### src/shared/dtap_regs.svh
// Notes on behaviour
// sample serial inputs only on enabled edges; chain_data_out samples debug_serial_in on every edge
// decode 0010 select, 1100 test, 1110 id
// select register captures 1000 under select
// update-DR select value picks active chain
// reset makes chain 0 active
// select register four bits, lsb first
// internal test: test mode, chain in path
// id read: capture fixed code, shift out
// id code fixed, no parallel output
// bypass bit captures zero, one-cycle delay
// 1111 and unassigned codes act as bypass
// 0100 bypass path, resume on idle entry
// instruction register captures 0001, lsb first
// new instruction takes effect at update-IR
// reset selects identification-read instruction
// selected register shifts once per enabled cycle
// chain 1 debug, 2 breakpoint, others reserved
// reserved chain shifts out zeros only
// host pulses port reset low before use
// instruction register four bits, no parity
// host gives one-cycle enables, synchronous inputs
`ifndef DTAP_REGS_SVH
`define DTAP_REGS_SVH

`define DTAP_IR_WIDTH 4
`define DTAP_SEL_WIDTH 4
`define DTAP_ID_WIDTH 32
`define DTAP_OP_SCAN_SEL 4'h2
`define DTAP_OP_INT_TEST 4'hc
`define DTAP_OP_ID_READ 4'he
`define DTAP_OP_BYPASS 4'hf
`define DTAP_OP_RESUME 4'h4
`define DTAP_IR_CAPTURE 4'h1
`define DTAP_SEL_CAPTURE 4'h8
`define DTAP_SEL_RESET 4'h0
`define DTAP_BYP_CAPTURE 1'h0
`define DTAP_CHAIN_DEBUG 4'h1
`define DTAP_CHAIN_BKPT 4'h2
// arbitrary identity value, not tied to any real part
`define DTAP_ID_DEFAULT 32'h5a3c_0001
// state numbers shown on the state output
`define DTAP_SC_RESET 4'hf
`define DTAP_SC_IDLE 4'hc
`define DTAP_SC_SEL_DR 4'h7
`define DTAP_SC_CAP_DR 4'h6
`define DTAP_SC_SHIFT_DR 4'h2
`define DTAP_SC_EX1_DR 4'h1
`define DTAP_SC_PAUSE_DR 4'h3
`define DTAP_SC_EX2_DR 4'h0
`define DTAP_SC_UPD_DR 4'h5
`define DTAP_SC_SEL_IR 4'h4
`define DTAP_SC_CAP_IR 4'he
`define DTAP_SC_SHIFT_IR 4'ha
`define DTAP_SC_EX1_IR 4'h9
`define DTAP_SC_PAUSE_IR 4'hb
`define DTAP_SC_EX2_IR 4'h8
`define DTAP_SC_UPD_IR 4'hd

`endif

### src/shared/dtap_pkg.sv
`include "dtap_regs.svh"

package dtap_pkg;

	typedef enum logic [3:0] {
		st_reset, st_idle, st_sel_dr, st_cap_dr, st_shift_dr, st_ex1_dr, st_pause_dr, st_ex2_dr,
		st_upd_dr, st_sel_ir, st_cap_ir, st_shift_ir, st_ex1_ir, st_pause_ir, st_ex2_ir, st_upd_ir
	} dtap_state_t;

	typedef enum logic [1:0] {
		path_bypass, path_ident, path_select, path_chain
	} dtap_path_t;

	// data register picked by an instruction code
	function automatic dtap_path_t dtap_path(input logic [3:0] code);
		case (code)
			`DTAP_OP_SCAN_SEL: dtap_path = path_select;
			`DTAP_OP_INT_TEST: dtap_path = path_chain;
			`DTAP_OP_ID_READ: dtap_path = path_ident;
			default: dtap_path = path_bypass;
		endcase
	endfunction

endpackage

### src/verilog/dtap_shift.sv
`timescale 1ns/1ps

// capture and shift register, lsb leaves first
module dtap_shift
	import dtap_pkg::*;
#(
	parameter int WIDTH = 4
) (
	input wire logic core_clk_in,
	input wire logic clear_n_in,
	input wire logic [WIDTH-1:0] clear_value_in,
	input wire logic capture_in,
	input wire logic shift_in,
	input wire logic serial_in,
	input wire logic [WIDTH-1:0] capture_value_in,
	output logic [WIDTH-1:0] data_out
);

	logic [WIDTH-1:0] data_q;
	logic [WIDTH-1:0] data_d;

	// next value: capture, shift toward bit 0, or hold
	always_comb begin
		data_d = data_q;
		if (capture_in) begin
			data_d = capture_value_in;
		end else if (shift_in) begin
			// new bit enters at the top, also for one bit
			data_d = data_q >> 1;
			data_d[WIDTH-1] = serial_in;
		end
	end

	always_ff @(posedge core_clk_in) begin
		if (!clear_n_in) begin
			data_q <= clear_value_in;
		end else begin
			data_q <= data_d;
		end
	end

	assign data_out = data_q;

endmodule

### src/verilog/dtap_chain_mux.sv
`timescale 1ns/1ps

`include "dtap_regs.svh"

// serial output of the active scan chain
module dtap_chain_mux
	import dtap_pkg::*;
(
	input wire logic [3:0] chain_in,
	input wire logic debug_sdo_in,
	input wire logic bkpt_sdo_in,
	output logic serial_out
);

	// chain number allocation
	// reserved chains give zeros
	always_comb begin
		case (chain_in)
			`DTAP_CHAIN_DEBUG: serial_out = debug_sdo_in;
			`DTAP_CHAIN_BKPT: serial_out = bkpt_sdo_in;
			default: serial_out = 1'h0;
		endcase
	end

endmodule

### src/verilog/dtap_instr.sv
`timescale 1ns/1ps

`include "dtap_regs.svh"

// debug test port: controller, instruction and data registers
module dtap_instr
	import dtap_pkg::*;
#(
	parameter logic [31:0] ID_CODE = `DTAP_ID_DEFAULT
) (
	input wire logic core_clk_in,
	input wire logic rst_n_in,
	input wire logic debug_port_reset_n_in,
	input wire logic debug_clock_enable_in,
	input wire logic debug_serial_in,
	input wire logic debug_mode_select_in,
	input wire logic chain_debug_sdo_in,
	input wire logic chain_bkpt_sdo_in,
	output logic debug_serial_out,
	output logic [3:0] tap_state_out,
	output logic [3:0] current_instr_out,
	output logic [3:0] active_chain_out,
	output logic test_mode_out,
	output logic chain_capture_out,
	output logic chain_shift_out,
	output logic chain_update_out,
	output logic chain_data_out,
	output logic resume_out
);

	logic rst_any;
	logic en;
	dtap_state_t state_q;
	dtap_state_t state_d;
	dtap_state_t prev_state_q;
	logic [3:0] instr_q;
	logic [3:0] instr_d;
	logic [3:0] chain_q;
	logic [3:0] chain_d;
	dtap_path_t path;
	logic [3:0] ir_data;
	logic [3:0] sel_data;
	logic [31:0] id_data;
	logic byp_data;
	logic chain_sdo;
	logic out_d;
	logic test_mode_d;
	logic cap_d;
	logic shf_d;
	logic upd_d;
	logic resume_d;
	logic [3:0] state_code;

	// either reset clears the port logic
	assign rst_any = !rst_n_in || !debug_port_reset_n_in;
	// controller and register steps gated by enable
	assign en = debug_clock_enable_in;
	// decode current instruction
	assign path = dtap_path(instr_q);

	// state number shown to the outside
	function automatic logic [3:0] dtap_code(input dtap_state_t s);
		case (s)
			st_reset: dtap_code = `DTAP_SC_RESET;
			st_idle: dtap_code = `DTAP_SC_IDLE;
			st_sel_dr: dtap_code = `DTAP_SC_SEL_DR;
			st_cap_dr: dtap_code = `DTAP_SC_CAP_DR;
			st_shift_dr: dtap_code = `DTAP_SC_SHIFT_DR;
			st_ex1_dr: dtap_code = `DTAP_SC_EX1_DR;
			st_pause_dr: dtap_code = `DTAP_SC_PAUSE_DR;
			st_ex2_dr: dtap_code = `DTAP_SC_EX2_DR;
			st_upd_dr: dtap_code = `DTAP_SC_UPD_DR;
			st_sel_ir: dtap_code = `DTAP_SC_SEL_IR;
			st_cap_ir: dtap_code = `DTAP_SC_CAP_IR;
			st_shift_ir: dtap_code = `DTAP_SC_SHIFT_IR;
			st_ex1_ir: dtap_code = `DTAP_SC_EX1_IR;
			st_pause_ir: dtap_code = `DTAP_SC_PAUSE_IR;
			st_ex2_ir: dtap_code = `DTAP_SC_EX2_IR;
			st_upd_ir: dtap_code = `DTAP_SC_UPD_IR;
			default: dtap_code = `DTAP_SC_RESET;
		endcase
	endfunction

	// controller moves on enabled edges only
	always_comb begin
		state_d = state_q;
		if (en) begin
			case (state_q)
				st_reset: state_d = debug_mode_select_in ? st_reset : st_idle;
				st_idle: state_d = debug_mode_select_in ? st_sel_dr : st_idle;
				st_sel_dr: state_d = debug_mode_select_in ? st_sel_ir : st_cap_dr;
				st_cap_dr: state_d = debug_mode_select_in ? st_ex1_dr : st_shift_dr;
				st_shift_dr: state_d = debug_mode_select_in ? st_ex1_dr : st_shift_dr;
				st_ex1_dr: state_d = debug_mode_select_in ? st_upd_dr : st_pause_dr;
				st_pause_dr: state_d = debug_mode_select_in ? st_ex2_dr : st_pause_dr;
				st_ex2_dr: state_d = debug_mode_select_in ? st_upd_dr : st_shift_dr;
				st_upd_dr: state_d = debug_mode_select_in ? st_sel_dr : st_idle;
				st_sel_ir: state_d = debug_mode_select_in ? st_reset : st_cap_ir;
				st_cap_ir: state_d = debug_mode_select_in ? st_ex1_ir : st_shift_ir;
				st_shift_ir: state_d = debug_mode_select_in ? st_ex1_ir : st_shift_ir;
				st_ex1_ir: state_d = debug_mode_select_in ? st_upd_ir : st_pause_ir;
				st_pause_ir: state_d = debug_mode_select_in ? st_ex2_ir : st_pause_ir;
				st_ex2_ir: state_d = debug_mode_select_in ? st_upd_ir : st_shift_ir;
				st_upd_ir: state_d = debug_mode_select_in ? st_sel_dr : st_idle;
				default: state_d = st_reset;
			endcase
		end
	end

	// instruction register, four bits, captures 0001
	// capture and lsb-first shift
	// four bits, no parity
	dtap_shift #(
		.WIDTH(`DTAP_IR_WIDTH)
	) u_ir (
		.core_clk_in(core_clk_in),
		.clear_n_in(!rst_any),
		.clear_value_in(`DTAP_IR_CAPTURE),
		.capture_in(en && state_q == st_cap_ir),
		.shift_in(en && state_q == st_shift_ir),
		.serial_in(debug_serial_in),
		.capture_value_in(`DTAP_IR_CAPTURE),
		.data_out(ir_data)
	);

	// select register captures 1000
	// four bits, lsb first
	dtap_shift #(
		.WIDTH(`DTAP_SEL_WIDTH)
	) u_sel (
		.core_clk_in(core_clk_in),
		.clear_n_in(!rst_any),
		.clear_value_in(`DTAP_SEL_CAPTURE),
		.capture_in(en && state_q == st_cap_dr && path == path_select),
		.shift_in(en && state_q == st_shift_dr && path == path_select),
		.serial_in(debug_serial_in),
		.capture_value_in(`DTAP_SEL_CAPTURE),
		.data_out(sel_data)
	);

	// identity captured in capture-DR
	// fixed code, serial access only
	dtap_shift #(
		.WIDTH(`DTAP_ID_WIDTH)
	) u_id (
		.core_clk_in(core_clk_in),
		.clear_n_in(!rst_any),
		.clear_value_in(ID_CODE),
		.capture_in(en && state_q == st_cap_dr && path == path_ident),
		.shift_in(en && state_q == st_shift_dr && path == path_ident),
		.serial_in(debug_serial_in),
		.capture_value_in(ID_CODE),
		.data_out(id_data)
	);

	// bypass bit captures zero
	// resume code uses the bypass bit
	dtap_shift #(
		.WIDTH(1)
	) u_byp (
		.core_clk_in(core_clk_in),
		.clear_n_in(!rst_any),
		.clear_value_in(`DTAP_BYP_CAPTURE),
		.capture_in(en && state_q == st_cap_dr && path == path_bypass),
		.shift_in(en && state_q == st_shift_dr && path == path_bypass),
		.serial_in(debug_serial_in),
		.capture_value_in(`DTAP_BYP_CAPTURE),
		.data_out(byp_data)
	);

	dtap_chain_mux u_mux (
		.chain_in(chain_q),
		.debug_sdo_in(chain_debug_sdo_in),
		.bkpt_sdo_in(chain_bkpt_sdo_in),
		.serial_out(chain_sdo)
	);

	// current instruction and active chain
	always_comb begin
		instr_d = instr_q;
		chain_d = chain_q;
		if (en && state_q == st_reset) begin
			instr_d = `DTAP_OP_ID_READ;
			chain_d = `DTAP_SEL_RESET;
		end else if (en && state_q == st_upd_ir) begin
			// shifted code takes effect
			instr_d = ir_data;
		end else if (en && state_q == st_upd_dr && path == path_select) begin
			// select value names active chain
			chain_d = sel_data;
		end
	end

	// serial output source and chain strobes
	always_comb begin
		out_d = 1'h0;
		if (state_q == st_shift_ir) begin
			out_d = ir_data[0];
		end else if (state_q == st_shift_dr) begin
			// bit 0 of the selected register
			case (path)
				path_select: out_d = sel_data[0];
				path_ident: out_d = id_data[0];
				path_chain: out_d = chain_sdo;
				default: out_d = byp_data;
			endcase
		end
		// test mode and chain steps
		test_mode_d = path == path_chain;
		cap_d = en && state_q == st_cap_dr && path == path_chain;
		shf_d = en && state_q == st_shift_dr && path == path_chain;
		upd_d = en && state_q == st_upd_dr && path == path_chain;
		// resume on first cycle in idle
		resume_d = instr_q == `DTAP_OP_RESUME && state_q == st_idle && prev_state_q != st_idle;
	end

	// state, instruction and chain registers
	always_ff @(posedge core_clk_in) begin
		if (rst_any) begin
			state_q <= st_reset;
			prev_state_q <= st_reset;
			// reset selects identity read
			instr_q <= `DTAP_OP_ID_READ;
			// reset selects chain 0
			chain_q <= `DTAP_SEL_RESET;
		end else begin
			state_q <= state_d;
			prev_state_q <= state_q;
			instr_q <= instr_d;
			chain_q <= chain_d;
		end
	end

	assign state_code = dtap_code(state_q);

	// registered outputs
	always_ff @(posedge core_clk_in) begin
		if (rst_any) begin
			debug_serial_out <= 1'h0;
			tap_state_out <= `DTAP_SC_RESET;
			current_instr_out <= `DTAP_OP_ID_READ;
			active_chain_out <= `DTAP_SEL_RESET;
			test_mode_out <= 1'h0;
			chain_capture_out <= 1'h0;
			chain_shift_out <= 1'h0;
			chain_update_out <= 1'h0;
			chain_data_out <= 1'h0;
			resume_out <= 1'h0;
		end else begin
			debug_serial_out <= out_d;
			tap_state_out <= state_code;
			current_instr_out <= instr_q;
			active_chain_out <= chain_q;
			test_mode_out <= test_mode_d;
			chain_capture_out <= cap_d;
			chain_shift_out <= shf_d;
			chain_update_out <= upd_d;
			chain_data_out <= debug_serial_in;
			resume_out <= resume_d;
		end
	end

	property p_gate_enable;
		@(posedge core_clk_in) disable iff (rst_any)
		!en |=> $stable(state_q) && $stable(ir_data) && $stable(byp_data);
	endproperty
	a_gate_enable: assert property (p_gate_enable) else $error("port moved without enable");

	property p_decode;
		@(posedge core_clk_in) disable iff (rst_any)
		(instr_q == 4'hc) |-> ##2 test_mode_out || $past(rst_any) || $past(instr_q) != 4'hc;
	endproperty
	a_decode: assert property (p_decode) else $error("internal test code not decoded");

	property p_sel_capture;
		@(posedge core_clk_in) disable iff (rst_any)
		en && state_q == st_cap_dr && instr_q == 4'h2 |=> sel_data == 4'h8;
	endproperty
	a_sel_capture: assert property (p_sel_capture) else $error("select register capture wrong");

	property p_sel_shift;
		@(posedge core_clk_in) disable iff (rst_any)
		en && state_q == st_shift_dr && path == path_select
			|=> sel_data == {$past(debug_serial_in), $past(sel_data[3:1])};
	endproperty
	a_sel_shift: assert property (p_sel_shift) else $error("select shift wrong");

	property p_chain_hold;
		@(posedge core_clk_in) disable iff (rst_any)
		!(en && state_q inside {st_upd_dr, st_reset}) |=> $stable(chain_q);
	endproperty
	a_chain_hold: assert property (p_chain_hold) else $error("active chain changed");

	property p_chain_reset;
		@(posedge core_clk_in)
		!rst_n_in |=> chain_q == 4'h0 ##1 active_chain_out == 4'h0 || rst_any;
	endproperty
	a_chain_reset: assert property (p_chain_reset) else $error("reset chain not zero");

	property p_id_capture;
		@(posedge core_clk_in) disable iff (rst_any)
		en && state_q == st_cap_dr && instr_q == 4'he |=> id_data == ID_CODE;
	endproperty
	a_id_capture: assert property (p_id_capture) else $error("identity not captured");

	property p_bypass_delay;
		@(posedge core_clk_in) disable iff (rst_any)
		en && state_q == st_shift_dr && path == path_bypass |=> byp_data == $past(debug_serial_in);
	endproperty
	a_bypass_delay: assert property (p_bypass_delay) else $error("bypass delay wrong");

	property p_unassigned;
		@(posedge core_clk_in) disable iff (rst_any)
		state_q == st_shift_dr && !(instr_q inside {4'h2, 4'hc, 4'he}) |=> debug_serial_out == $past(byp_data);
	endproperty
	a_unassigned: assert property (p_unassigned) else $error("unassigned code not bypass");

	property p_resume;
		@(posedge core_clk_in) disable iff (rst_any)
		instr_q == 4'h4 && state_q == st_idle && prev_state_q != st_idle |=> resume_out;
	endproperty
	a_resume: assert property (p_resume) else $error("resume pulse missing");

	property p_ir_shift;
		@(posedge core_clk_in) disable iff (rst_any)
		en && state_q == st_shift_ir |=> ir_data == {$past(debug_serial_in), $past(ir_data[3:1])};
	endproperty
	a_ir_shift: assert property (p_ir_shift) else $error("instruction shift wrong");

	property p_instr_hold;
		@(posedge core_clk_in) disable iff (rst_any)
		!(en && state_q inside {st_upd_ir, st_reset}) |=> $stable(instr_q);
	endproperty
	a_instr_hold: assert property (p_instr_hold) else $error("instruction changed early");

	property p_instr_reset;
		@(posedge core_clk_in)
		!debug_port_reset_n_in |=> instr_q == 4'he;
	endproperty
	a_instr_reset: assert property (p_instr_reset) else $error("reset instruction wrong");

	property p_reserved_zero;
		@(posedge core_clk_in) disable iff (rst_any)
		state_q == st_shift_dr && path == path_chain && !(chain_q inside {4'h1, 4'h2}) |=> !debug_serial_out;
	endproperty
	a_reserved_zero: assert property (p_reserved_zero) else $error("reserved chain not zero");

endmodule

### config.mk
export PLATFORM = sky130hd
export DESIGN_NAME = dtap_instr
export DESIGN_NICKNAME = d
export VERILOG_FILES = /design/src/shared/dtap_pkg.sv /design/src/verilog/dtap_shift.sv /design/src/verilog/dtap_chain_mux.sv /design/src/verilog/dtap_instr.sv
export VERILOG_INCLUDE_DIRS = /design/src /design/src/shared
export SDC_FILE = /design/constraint.sdc
export NUM_CORES = 1
export LEC_CHECK = 0
export BUFFER_PORTS_ARGS = -buffer_cell sky130_fd_sc_hd__buf_2
export CORE_ASPECT_RATIO = 0.75
export CORE_UTILIZATION = 53
export CTS_CLUSTER_DIAMETER = 50
export CTS_CLUSTER_SIZE = 16
export DETAILED_ROUTE_END_ITERATION = 10
export PLACE_DENSITY = 0.75
export RECOVER_POWER = 100
export SLEW_MARGIN = 30
export SYNTH_ARGS = -nofsm -noshare
export SYNTH_HDL_FRONTEND = slang
export SYNTH_SLANG_ARGS = --single-unit
### constraint.sdc
create_clock -name core_clk_in -period 1.8 [get_ports core_clk_in]
set_input_delay 0.36 -clock core_clk_in [delete_from_list [all_inputs] [get_ports core_clk_in]]
set_output_delay 0.36 -clock core_clk_in [all_outputs]
set_load 0.02 [all_outputs]
==> results of run 1 <==
## cell usage in the layout, fill, tap and decap left out, types with 4 or more instances in the layout
cell      instances
a21oi_1          33
and3_1            7
clkbuf_1         26
clkbuf_8          9
mux2i_1           9
buf_4            21
o21ai_0          14
nand3_1          15
nand4b_1          4
nor2b_1           6
inv_1             9
nand2_1          81
dfxtp_1          76
buf_2             6
nand2b_1          6
nor2_1           22
## stage by stage
stage / instance area (um2) / worst slack [ps]
finish: 3650 / 104
global route: 3650 / 6.83
CTS: 3680 / 37.0
detailed placement: 3470 / 57.0
global placement: 3470 / 121
floorplan: 3070 / 82.6
## path summary, 6_finish.rpt
check	endpoint	slack (ps)
min	active_chain_out[1]	320
min reg2reg	u_id.data_out[23]	450
max	chain_q[0]	100
max reg2reg	chain_q[0]	100
## what timing repair did
| action | 4_1_cts | 5_1_grt |
|---|---|---|
| resized for setup | 0 | 7 |
| hold buffers | 0 | 0 |
| buffers inserted | 0 | 1 |
| endpoints found under the setup margin | 0 | 18 |
## kinds of logic after synthesis
logic type               synth area share
AO/OA/AOI/OAI                       0.152
XOR/XNOR                          0.00286
adder cells (fa/ha/maj)            0.0204
buffers and inverters              0.0432
flip-flops                          0.496
multiplexers                       0.0367
AND/OR/NAND/NOR                     0.249
## worst max-delay path, stage by stage, from the launching register on
cell      delay, ps
dfxtp_1         330
inv_1           140
ha_2            250
buf_4           170
nand4b_1        240
nor2_2          250
nand2_1          90
a21oi_1         150
## state kept, by name, indices dropped and copies added, names as in the netlist, 4 cells and up
name / flops
u_ir.data_out: 4
state_q: 4
chain_q: 4
u_id.data_out: 32
instr_q: 4
current_instr_out: 4
active_chain_out: 4
prev_state_q: 4
u_sel.data_out: 4
tap_state_out: 4
## layer usage
| metal | track usage | up-vias | wire, um |
|---|---|---|---|
| met5 | 0 | - | 0 |
| met4 | 0.0867 | 0 | 48 |
| met3 | 0.0756 | 7 | 533 |
| met2 | 0.370 | 94 | 2900 |
| met1 | 0.325 | 1223 | 3330 |
| li1 | - | 1343 | - |
## area by class of cell
class                   instances  area [um2]
inverters                       9        33.8
well taps                      75        93.8
clock inverters                 7        82.6
repair buffers                 59         368
fillers                       471        1820
clock buffers                   9         124
flip-flops and latches         76        1520
multi-input cells             255        1430
## report_power, final
part	total (mW)	switching [mW]	internal (mW)
registers	1.68	0.00122	1.68
clock network	1.34	0.684	0.661
logic	0.106	0.0658	0.0400
total	3.13	0.751	2.38
==> summary.txt, run 1 <==
Placed design
  – Buffers on Ports: 26
  – Dpl hpwl: 4760 um
  – DP Cell Count: 473
  – GPL Wtd Cong: between 0.8 and 0.9

Die
  – Core Region: approximately 0.0055 mm2
  – Die H: 67.9 um
  – Initial Util: 0.561
  – Floorplan row count: 23
  – Die ar.: 0.00610 mm2
  – DIE WIDTH: 89.9 um
  – Boundary Pins: 27

Timing
  – Max_slew headroom: 0.568
  – Worst-margin pin slew: 632 ps
  – Slew Viols, Final: 0
  – Period utilization: 0.942
  – Minimum clock period: 1700 ps
  – Fmax: 590 MHz
  – Setup Skew: 9.49 ps
  – Hold_ws: between 300 and 400 ps
  – Endpoints failing hold: 0
  – Total negative setup slack: 0 ps
  – RSZ-0062 raised after global routing: no
  – Setup-failing EPs final: 0

Worst hold path
  – Min-delay src: rst_n_in
  – Hold Crit Class: in2reg
  – Hold depth: 2

Synthesis
  – Area share of the largest cell type after synthesis: 0.496
  – Yosys warns: 0
  – Register area share after synthesis: 0.496
  – Syn Std Cell Area: 0.00307 mm2
  – Leading area contributor after synthesis: dfxtp_1
  – #FFs+latches synth: 76
  – Post-synth ARST share: 0
  – Number of distinct library cells after synthesis: 51
  – Avg Synthesized Cell Area: 8.45 um2
  – Top cells by area, synth: dfxtp_1, nand2_1, a21oi_1, mux2i_1, nor2_1
  – Syn nets: 376
  – Top cells by count, synth: nand2_1, dfxtp_1, a21oi_1
  – Count leader, synth: nand2_1
  – EDFF count, synth: 0
  – Ys flop type: dfxtp_1
  – Synth Instances: between 300 and 400

Setup path
  – Worst Path Max Fanout: 9
  – Worst r2r path cells: 7
  – FF-to-FF Start: state_q[0]
  – CP required: 2080 ps
  – Kind of critical path: reg2reg
  – WP data arrival: 1980 ps
  – CP startpoint: state_q[0]
  – Startpoint Class: flip-flop
  – Critical path capture point type: flip-flop

Final layout
  – Layout cells sized above 1: 0.147
  – Post-layout util: 0.668
  – Fin cells: 490
  – Fin nets: 423
  – Synth-to-Final Area Change: 19.0%
  – # diodes: 0

Global route
  – Pin count of the biggest net entering global routing: 33
  – GRT Overall Usage: 0.241
  – Vias in the first global route: 2,374
  – Gr ovfl total: 0
  – Initial antenna violation count: 0
  – First-pass GRT wire length: 11,200 um

Routing
  – Via density: between 5 and 6
  – DR pass1 iterations: 5
  – 1st-iter DRT viols: 201
  – Average wire per standard cell: 13.9 um
  – Drt drc: 0
  – Final WL: 6810 um
  – Routed Antenna Nets: 0
  – Vias: 2,667

Power
  – Pleak: 1.41 nW
  – Worst vdd ir: slightly below 0.6 mV
  – Total power: between 3 and 4 mW
  – Pwr Density: 859 mW/mm2

Clocking
  – H-tree levels: 3
  – Clk Latency, worst-skew pair: ~360 ps
  – CTS buffer count: 9
  – Root Driver: clkbuf_8
  – # clock sinks: 76
  – CTS clk-pin slew, worst paths: 80 ps
  – CTS tree: yes
  – Max Root-Sink Buffers: 2

Outcome
  – Status: completed

Run
  – Max-cap violations: 0
Note: power is estimated with default switching activity, not from simulation.
==> inputs of run 2 (changes only) <==
- CORE_UTILIZATION: 53 -> 40
- PLACE_DENSITY: 0.75 -> 0.59
- clock period: 1.8 -> 1.37 ns (I/O delays scaled with it)
==> summary.txt, run 2 (synthesis gave the netlist of run 1 again) <==
Clocking
  – Root Driver: clkbuf_8
  – CTS buffer count: 9 (unchanged)
  – # clock sinks: 76 (unchanged)
  – CTS clk-pin slew, worst paths: 90 ps (about the same)
  – Max Root-Sink Buffers: 2 (unchanged)
  – Clk Latency, worst-skew pair: 360 ps (about the same)
  – Hold buffers post-CTS: 0 (unchanged)
  – H-tree levels: 3 (unchanged)
  – CTS tree: yes

Routing
  – DR pass1 iterations: 5 (unchanged)
  – Routed Antenna Nets: 0 (unchanged)
  – Top Layer Used: met4
  – Final WL: 7630 um (+12%)
  – Vias: 2,798 (+4.9%)
  – Drt drc: 0 (unchanged)
  – WL met1: 3900 um (+17%)
  – Average wire per standard cell: 13.9 um (+0.22%)
  – Met3 WL post-DR: 443 um (-17%)
  – WL met2: 3200 um (+10%)
  – 1st-iter DRT viols: 160 (-20%)
  – Via density: 5.11 (-6.2%)

Placed design
  – DP Cell Count: 520 (+9.9%)
  – Dpl hpwl: 5070 um (+6.6%)
  – Buffers on Ports: 26 (unchanged)
  – Worst slack, placed: -259 ps (-316 ps)
  – GPL Wtd Cong: 0.820 (-7.3%)

Timing
  – Worst-margin pin slew: 332 ps (-300 ps)
  – Max_slew headroom: 0.776 (+0.208)
  – Setup Skew: 11.8 ps (+2.36 ps)
  – Endpoints failing hold: 0 (unchanged)
  – RSZ-0062 raised after global routing: yes
  – Slew Viols, Final: 0 (unchanged)
  – Minimum clock period: 1620 ps (-75.3 ps)
  – Fmax: 617 MHz (+4.6%)
  – Worst Setup Slack, final: -251 ps (-355 ps)
  – Setup-failing EPs final: 52 (+52)
  – Period utilization: 1.18 (+0.241)

Setup path
  – Worst Path Max Fanout: 8 (-1)
  – Worst path cell trace: inv_4 > ha_4 > nand4b_1 > buf_4 > nor2_4 > clkbuf_16 > nand2_1 > a21oi_2
  – FF-to-FF setup slack: -250 ps (-350 ps)
  – CP required: 1670 ps (-410 ps)
  – CP max stage cell: dfxtp_4
  – Kind of critical path: reg2reg
  – WP data arrival: 1930 ps (-50 ps)
  – Startpoint Class: flip-flop
  – Critical path capture point type: flip-flop
  – CP max stage delay: 370 ps (+40 ps)

Power
  – Worst vdd ir: 0.466 mV (-21%)
  – Pwr Density: 931 mW/mm2 (+8.5%)
  – Pleak: 1.74 nW (+24%)

Final layout
  – Synth-to-Final Area Change: 40.5%
  – Layout cells sized above 1: 0.389 (+0.242)
  – Commonest non-fill, non-tap cells in the layout: dfxtp_1, nand2_1, buf_4, buf_2, nor2_1
  – Fin cells: 548 (+12%)
  – Largest register FFs: 32 (unchanged)
  – Fillers: 657 (+39%)
  – # diodes: 0 (unchanged)
  – Fin nets: 455 (+7.6%)
  – Most common cell after layout, fill and taps aside: dfxtp_1

Global route
  – Vias in the first global route: 2,585 (+8.9%)
  – First-pass GRT wire length: 12,700 um (+13%)
  – Pin count of the biggest net entering global routing: 33 (unchanged)
  – GRT Overall Usage: 0.205 (-0.0365)
  – Gr ovfl total: 0 (unchanged)
  – Initial antenna violation count: 0 (unchanged)

Die
  – Die H: 77.8 um (+15%)
  – DIE WIDTH: 103 um (+15%)
  – Boundary Pins: 27 (unchanged)
  – Floorplan row count: 27 (+17%)
  – Core Region: 0.00740 mm2 (+35%)
  – Die ar.: 0.00803 mm2 (+32%)
  – Initial Util: 0.415 (-0.146)

Worst hold path
  – Hold Crit Class: in2reg

Outcome
  – Status: complete, but fails checks
  – Failing checks: negative setup slack

Run
  – Max-cap violations: 0 (unchanged)
## run 2: worst max-delay path, delay by kind of cell (launching register included)
kind,cells,cell delay [ps]
AOI/OAI and AO/OA,1,110
adders and majority gates,1,180
buffers and inverters,3,470
DFF,1,370
and+or+nand+nor,3,430
## run 2: metrics by stage
step | instance area (um2) | hold WS [ps] | setup TNS (ps) | util | total power [mW]
finish | 4310 | 248 | -8780 | 0.583 | 4.01
global route | 4310 | 239 | -13180 | 0.583 | 4.17
floorplan | 3170 | 410 | -3050 | - | 2.35
global placement | 3720 | 436 | -7530 | 0.503 | 2.42
detailed placement | 3720 | 443 | -7910 | 0.503 | 2.42
CTS | 4050 | 244 | -5640 | 0.547 | 4.05
## run 2: layout make-up
class                           count  area [um2]  share of cell area
Multi-Input combinational cell    255        1710               0.396
Timing Repair Buffer               91         718               0.167
Clock buffer                        9         124              0.0287
Clock inverter                      7        65.1              0.0151
Sequential cell                    76        1530               0.355
Tap cell                          101         126              0.0293
Inverter                            9        38.8             0.00900
## run 2: path summary, 6_finish.rpt
| kind | startpoint | to | cells past startpoint |
|---|---|---|---|
| hold / removal | debug_serial_in | u_id.data_out[31] | 3 |
| hold reg to reg | u_id.data_out[30] | u_id.data_out[29] | 2 |
| setup reg to reg | state_q[0] | u_id.data_out[22] | 8 |
| setup / recovery | state_q[0] | u_id.data_out[22] | 8 |
## run 2: what timing repair did
item                                    in CTS  in global routing
cloned                                       2                  2
setup buffers                                4                  4
endpoints found under the setup margin      56                 57
gates resized for setup                     24                 60
pin swaps                                    8                 24
hold endpoints to repair                     0                  0
## run 2: power breakdown
part           switching (mW)  total [mW]  internal [mW]  leakage, nW
logic                   0.103       0.181         0.0788         1.04
clock network           0.923        1.62          0.700       0.0943
registers             0.00254        2.21           2.21        0.615
## run 2: routing by layer
metal / track usage / vias up
met4: 0.0507 / 0
li1: - / 1413
met2: 0.291 / 70
met3: 0.0586 / 12
met5: 0 / -
met1: 0.301 / 1303
==> inputs of run 3 (changes only) <==
- SKIP_CTS_REPAIR_TIMING: not set -> 1
==> summary.txt, run 3 (synthesis gave the netlist of run 1 again) <==
Outcome
  – Status: complete, but fails checks
  – Failing checks: negative setup slack

Final layout
  – Most common cell after layout, fill and taps aside: dfxtp_1
  – Commonest non-fill, non-tap cells in the layout: dfxtp_1, nand2_1, buf_4, clkbuf_1, nor2_1
  – Fin area: 0.00428 mm2 (-0.75%)
  – Layout cells sized above 1: 0.331 (-0.0582)
  – Synth-to-Final Area Change: 39.4%
  – Post-layout util: 0.578 (-0.00440)
  – Largest register FFs: 32 (unchanged)
  – Fin nets: 452 (-0.66%)
  – Fin cells: 545 (-0.55%)
  – # diodes: 0 (unchanged)

Clocking
  – Max Root-Sink Buffers: 2 (unchanged)
  – # clock sinks: 76 (unchanged)
  – CTS tree: yes
  – H-tree levels: 3 (unchanged)
  – Root Driver: clkbuf_8
  – Clk Latency, worst-skew pair: 350 ps (about the same)
  – CTS buffer count: 9 (unchanged)
  – CTS clk-pin slew, worst paths: 90 ps (about the same)

Global route
  – GRT Overall Usage: 0.196 (-0.00897)
  – Vias in the first global route: 2,513 (-2.8%)
  – Initial antenna violation count: 0 (unchanged)
  – Gr ovfl total: 0 (unchanged)
  – Pin count of the biggest net entering global routing: 33 (unchanged)
  – First-pass GRT wire length: 12,100 um (-4.2%)

Setup path
  – Worst r2r path cells: 8 (unchanged)
  – FF-to-FF Start: state_q[1]
  – CP max stage delay: 390 ps (+20 ps)
  – Worst r2r dst: u_id.data_out[22]
  – CP Buf/Inv Count: 3 (unchanged)
  – CP max stage cell: dfxtp_4
  – Startpoint Class: flip-flop
  – Number of cells on the critical path: 8 (unchanged)
  – WP data arrival: 1890 ps (-40 ps)
  – CP required: 1670 ps (about the same)
  – Worst path cell trace: inv_4 > ha_4 > nand4b_1 > buf_4 > nor2_4 > clkbuf_16 > nand2_1 > a21oi_2
  – Kind of critical path: reg2reg
  – Critical path capture point type: flip-flop
  – Worst Path Max Fanout: 8 (unchanged)
  – FF-to-FF setup slack: -220 ps (+30 ps)
  – Crit path max-delay family: buffers and inverters

Power
  – Total power: 3.99 mW (-0.50%)
  – Internal power: 2.98 mW (-0.19%)
  – Pwr Density: 934 mW/mm2 (+0.25%)
  – Switching Fraction: 0.254 (-0.00237)
  – Switch Pwr: 1.01 mW (-1.4%)
  – Clock Power Share: 0.403 (about the same)
  – Pleak: 1.70 nW (-2.6%)
  – Reg power frac: 0.553 (+0.003)
  – Worst vdd ir: 0.456 mV (-2.1%)
  – Combinational share of power: 0.043 (-0.002)

Routing
  – DR pass1 iterations: 4 (-1)
  – Average wire per standard cell: 14.0 um (+0.48%)
  – Final WL: 7620 um (about the same)
  – Drt drc: 0 (unchanged)
  – Routed Antenna Nets: 0 (unchanged)
  – Via density: 5.10 (-0.13%)
  – Vias: 2,779 (-0.68%)
  – 1st-iter DRT viols: 169 (+5.6%)

Placed design
  – DP Cell Count: 520 (unchanged)
  – GPL Wtd Cong: 0.820 (unchanged)
  – Dpl hpwl: 5070 um (unchanged)
  – Buffers on Ports: 26 (unchanged)
  – Worst slack, placed: -259 ps (unchanged)
  – Post-DP Area: 0.00372 mm2 (unchanged)

Timing
  – Period utilization: 1.16 (-0.0221)
  – Minimum clock period: 1590 ps (-30.2 ps)
  – Worst Setup Slack, final: -221 ps (+30.2 ps)
  – Endpoints failing hold: 0 (unchanged)
  – Fmax: 629 MHz (+1.9%)
  – Setup Skew: 11.9 ps (+0.101 ps)
  – Slew Viols, Final: 0 (unchanged)
  – Worst-margin pin slew: 401 ps (+69.2 ps)
  – Max_slew headroom: 0.732 (-0.0433)
  – RSZ-0062 raised after global routing: yes
  – Setup-failing EPs final: 54 (+3.8%)

Worst hold path
  – Hold path endpoint: u_id.data_out[31]
  – Min-delay src: debug_serial_in
  – Hold Crit Class: in2reg
  – Hold depth: 3 (unchanged)

Die
  – Die ar.: 0.00803 mm2 (unchanged)
  – DIE WIDTH: 103 um (unchanged)
  – Initial Util: 0.415 (unchanged)
  – Boundary Pins: 27 (unchanged)
  – Floorplan row count: 27 (unchanged)
  – Core Region: 0.00740 mm2 (unchanged)
  – Die H: 77.8 um (unchanged)

Run
  – Max-cap violations: 0 (unchanged)
[run 3: cell types whose count changed in the layout (fill, tap and decap cells not counted), moves of 2 or more]
cell and change:
a21oi_1 +2, buf_6 -4, buf_2 -20, nand2_2 -2
clkbuf_1 +20, a21oi_2 -2, o21ai_1 -2
[run 3: worst max path at each step]
stage                    start           endpoint  slack, ps
finish              state_q[1]  u_id.data_out[22]       -220
floorplan           instr_q[2]  u_sel.data_out[3]       -310
detailed placement  instr_q[2]  u_sel.data_out[3]       -260
CTS                 state_q[1]  u_sel.data_out[3]       -270
global placement    state_q[1]         chain_q[1]       -200
global route        state_q[1]  u_id.data_out[22]       -290
[run 3: cell type report]
type | count | area [um2]
clock buffers | 9 | 124
clock inverters | 7 | 65.1
fillers | 662 | 3120
inverters | 9 | 38.8
multi-input cells | 255 | 1710
flip-flops and latches | 76 | 1530
well taps | 101 | 126
repair buffers | 88 | 681
[run 3: per-stage QoR]
stage	TNS [ps]	hold WS, ps
floorplan	-3050	410
global placement	-7530	436
detailed placement	-7910	443
CTS	-9270	244
global route	-11760	239
finish	-8060	257
[run 3: power groups by stage]
stage / clock (mW) / combinational, mW / sequential (mW)
detailed placement: 0 / 0.160 / 2.26
finish: 1.61 / 0.173 / 2.21
CTS: 1.67 / 0.161 / 2.21
floorplan: 0 / 0.0835 / 2.27
global route: 1.77 / 0.189 / 2.21
global placement: 0 / 0.160 / 2.26
[run 3: worst register-to-register path, stage by stage (launching register included)]
cell and delay, ps:
dfxtp_4 390, inv_4 70, ha_4 170, nand4b_1 130, buf_4 170, nor2_4 220
clkbuf_16 200, nand2_1 70, a21oi_2 110
[run 3: per-layer routing]
| metal | vias to the layer above | GRT usage | wire [um] |
|---|---|---|---|
| li1 | 1413 | - | - |
| met2 | 60 | 0.274 | 3190 |
| met4 | 0 | 0.0507 | 72 |
| met3 | 11 | 0.0586 | 401 |
| met5 | - | 0 | 0 |
| met1 | 1295 | 0.289 | 3950 |
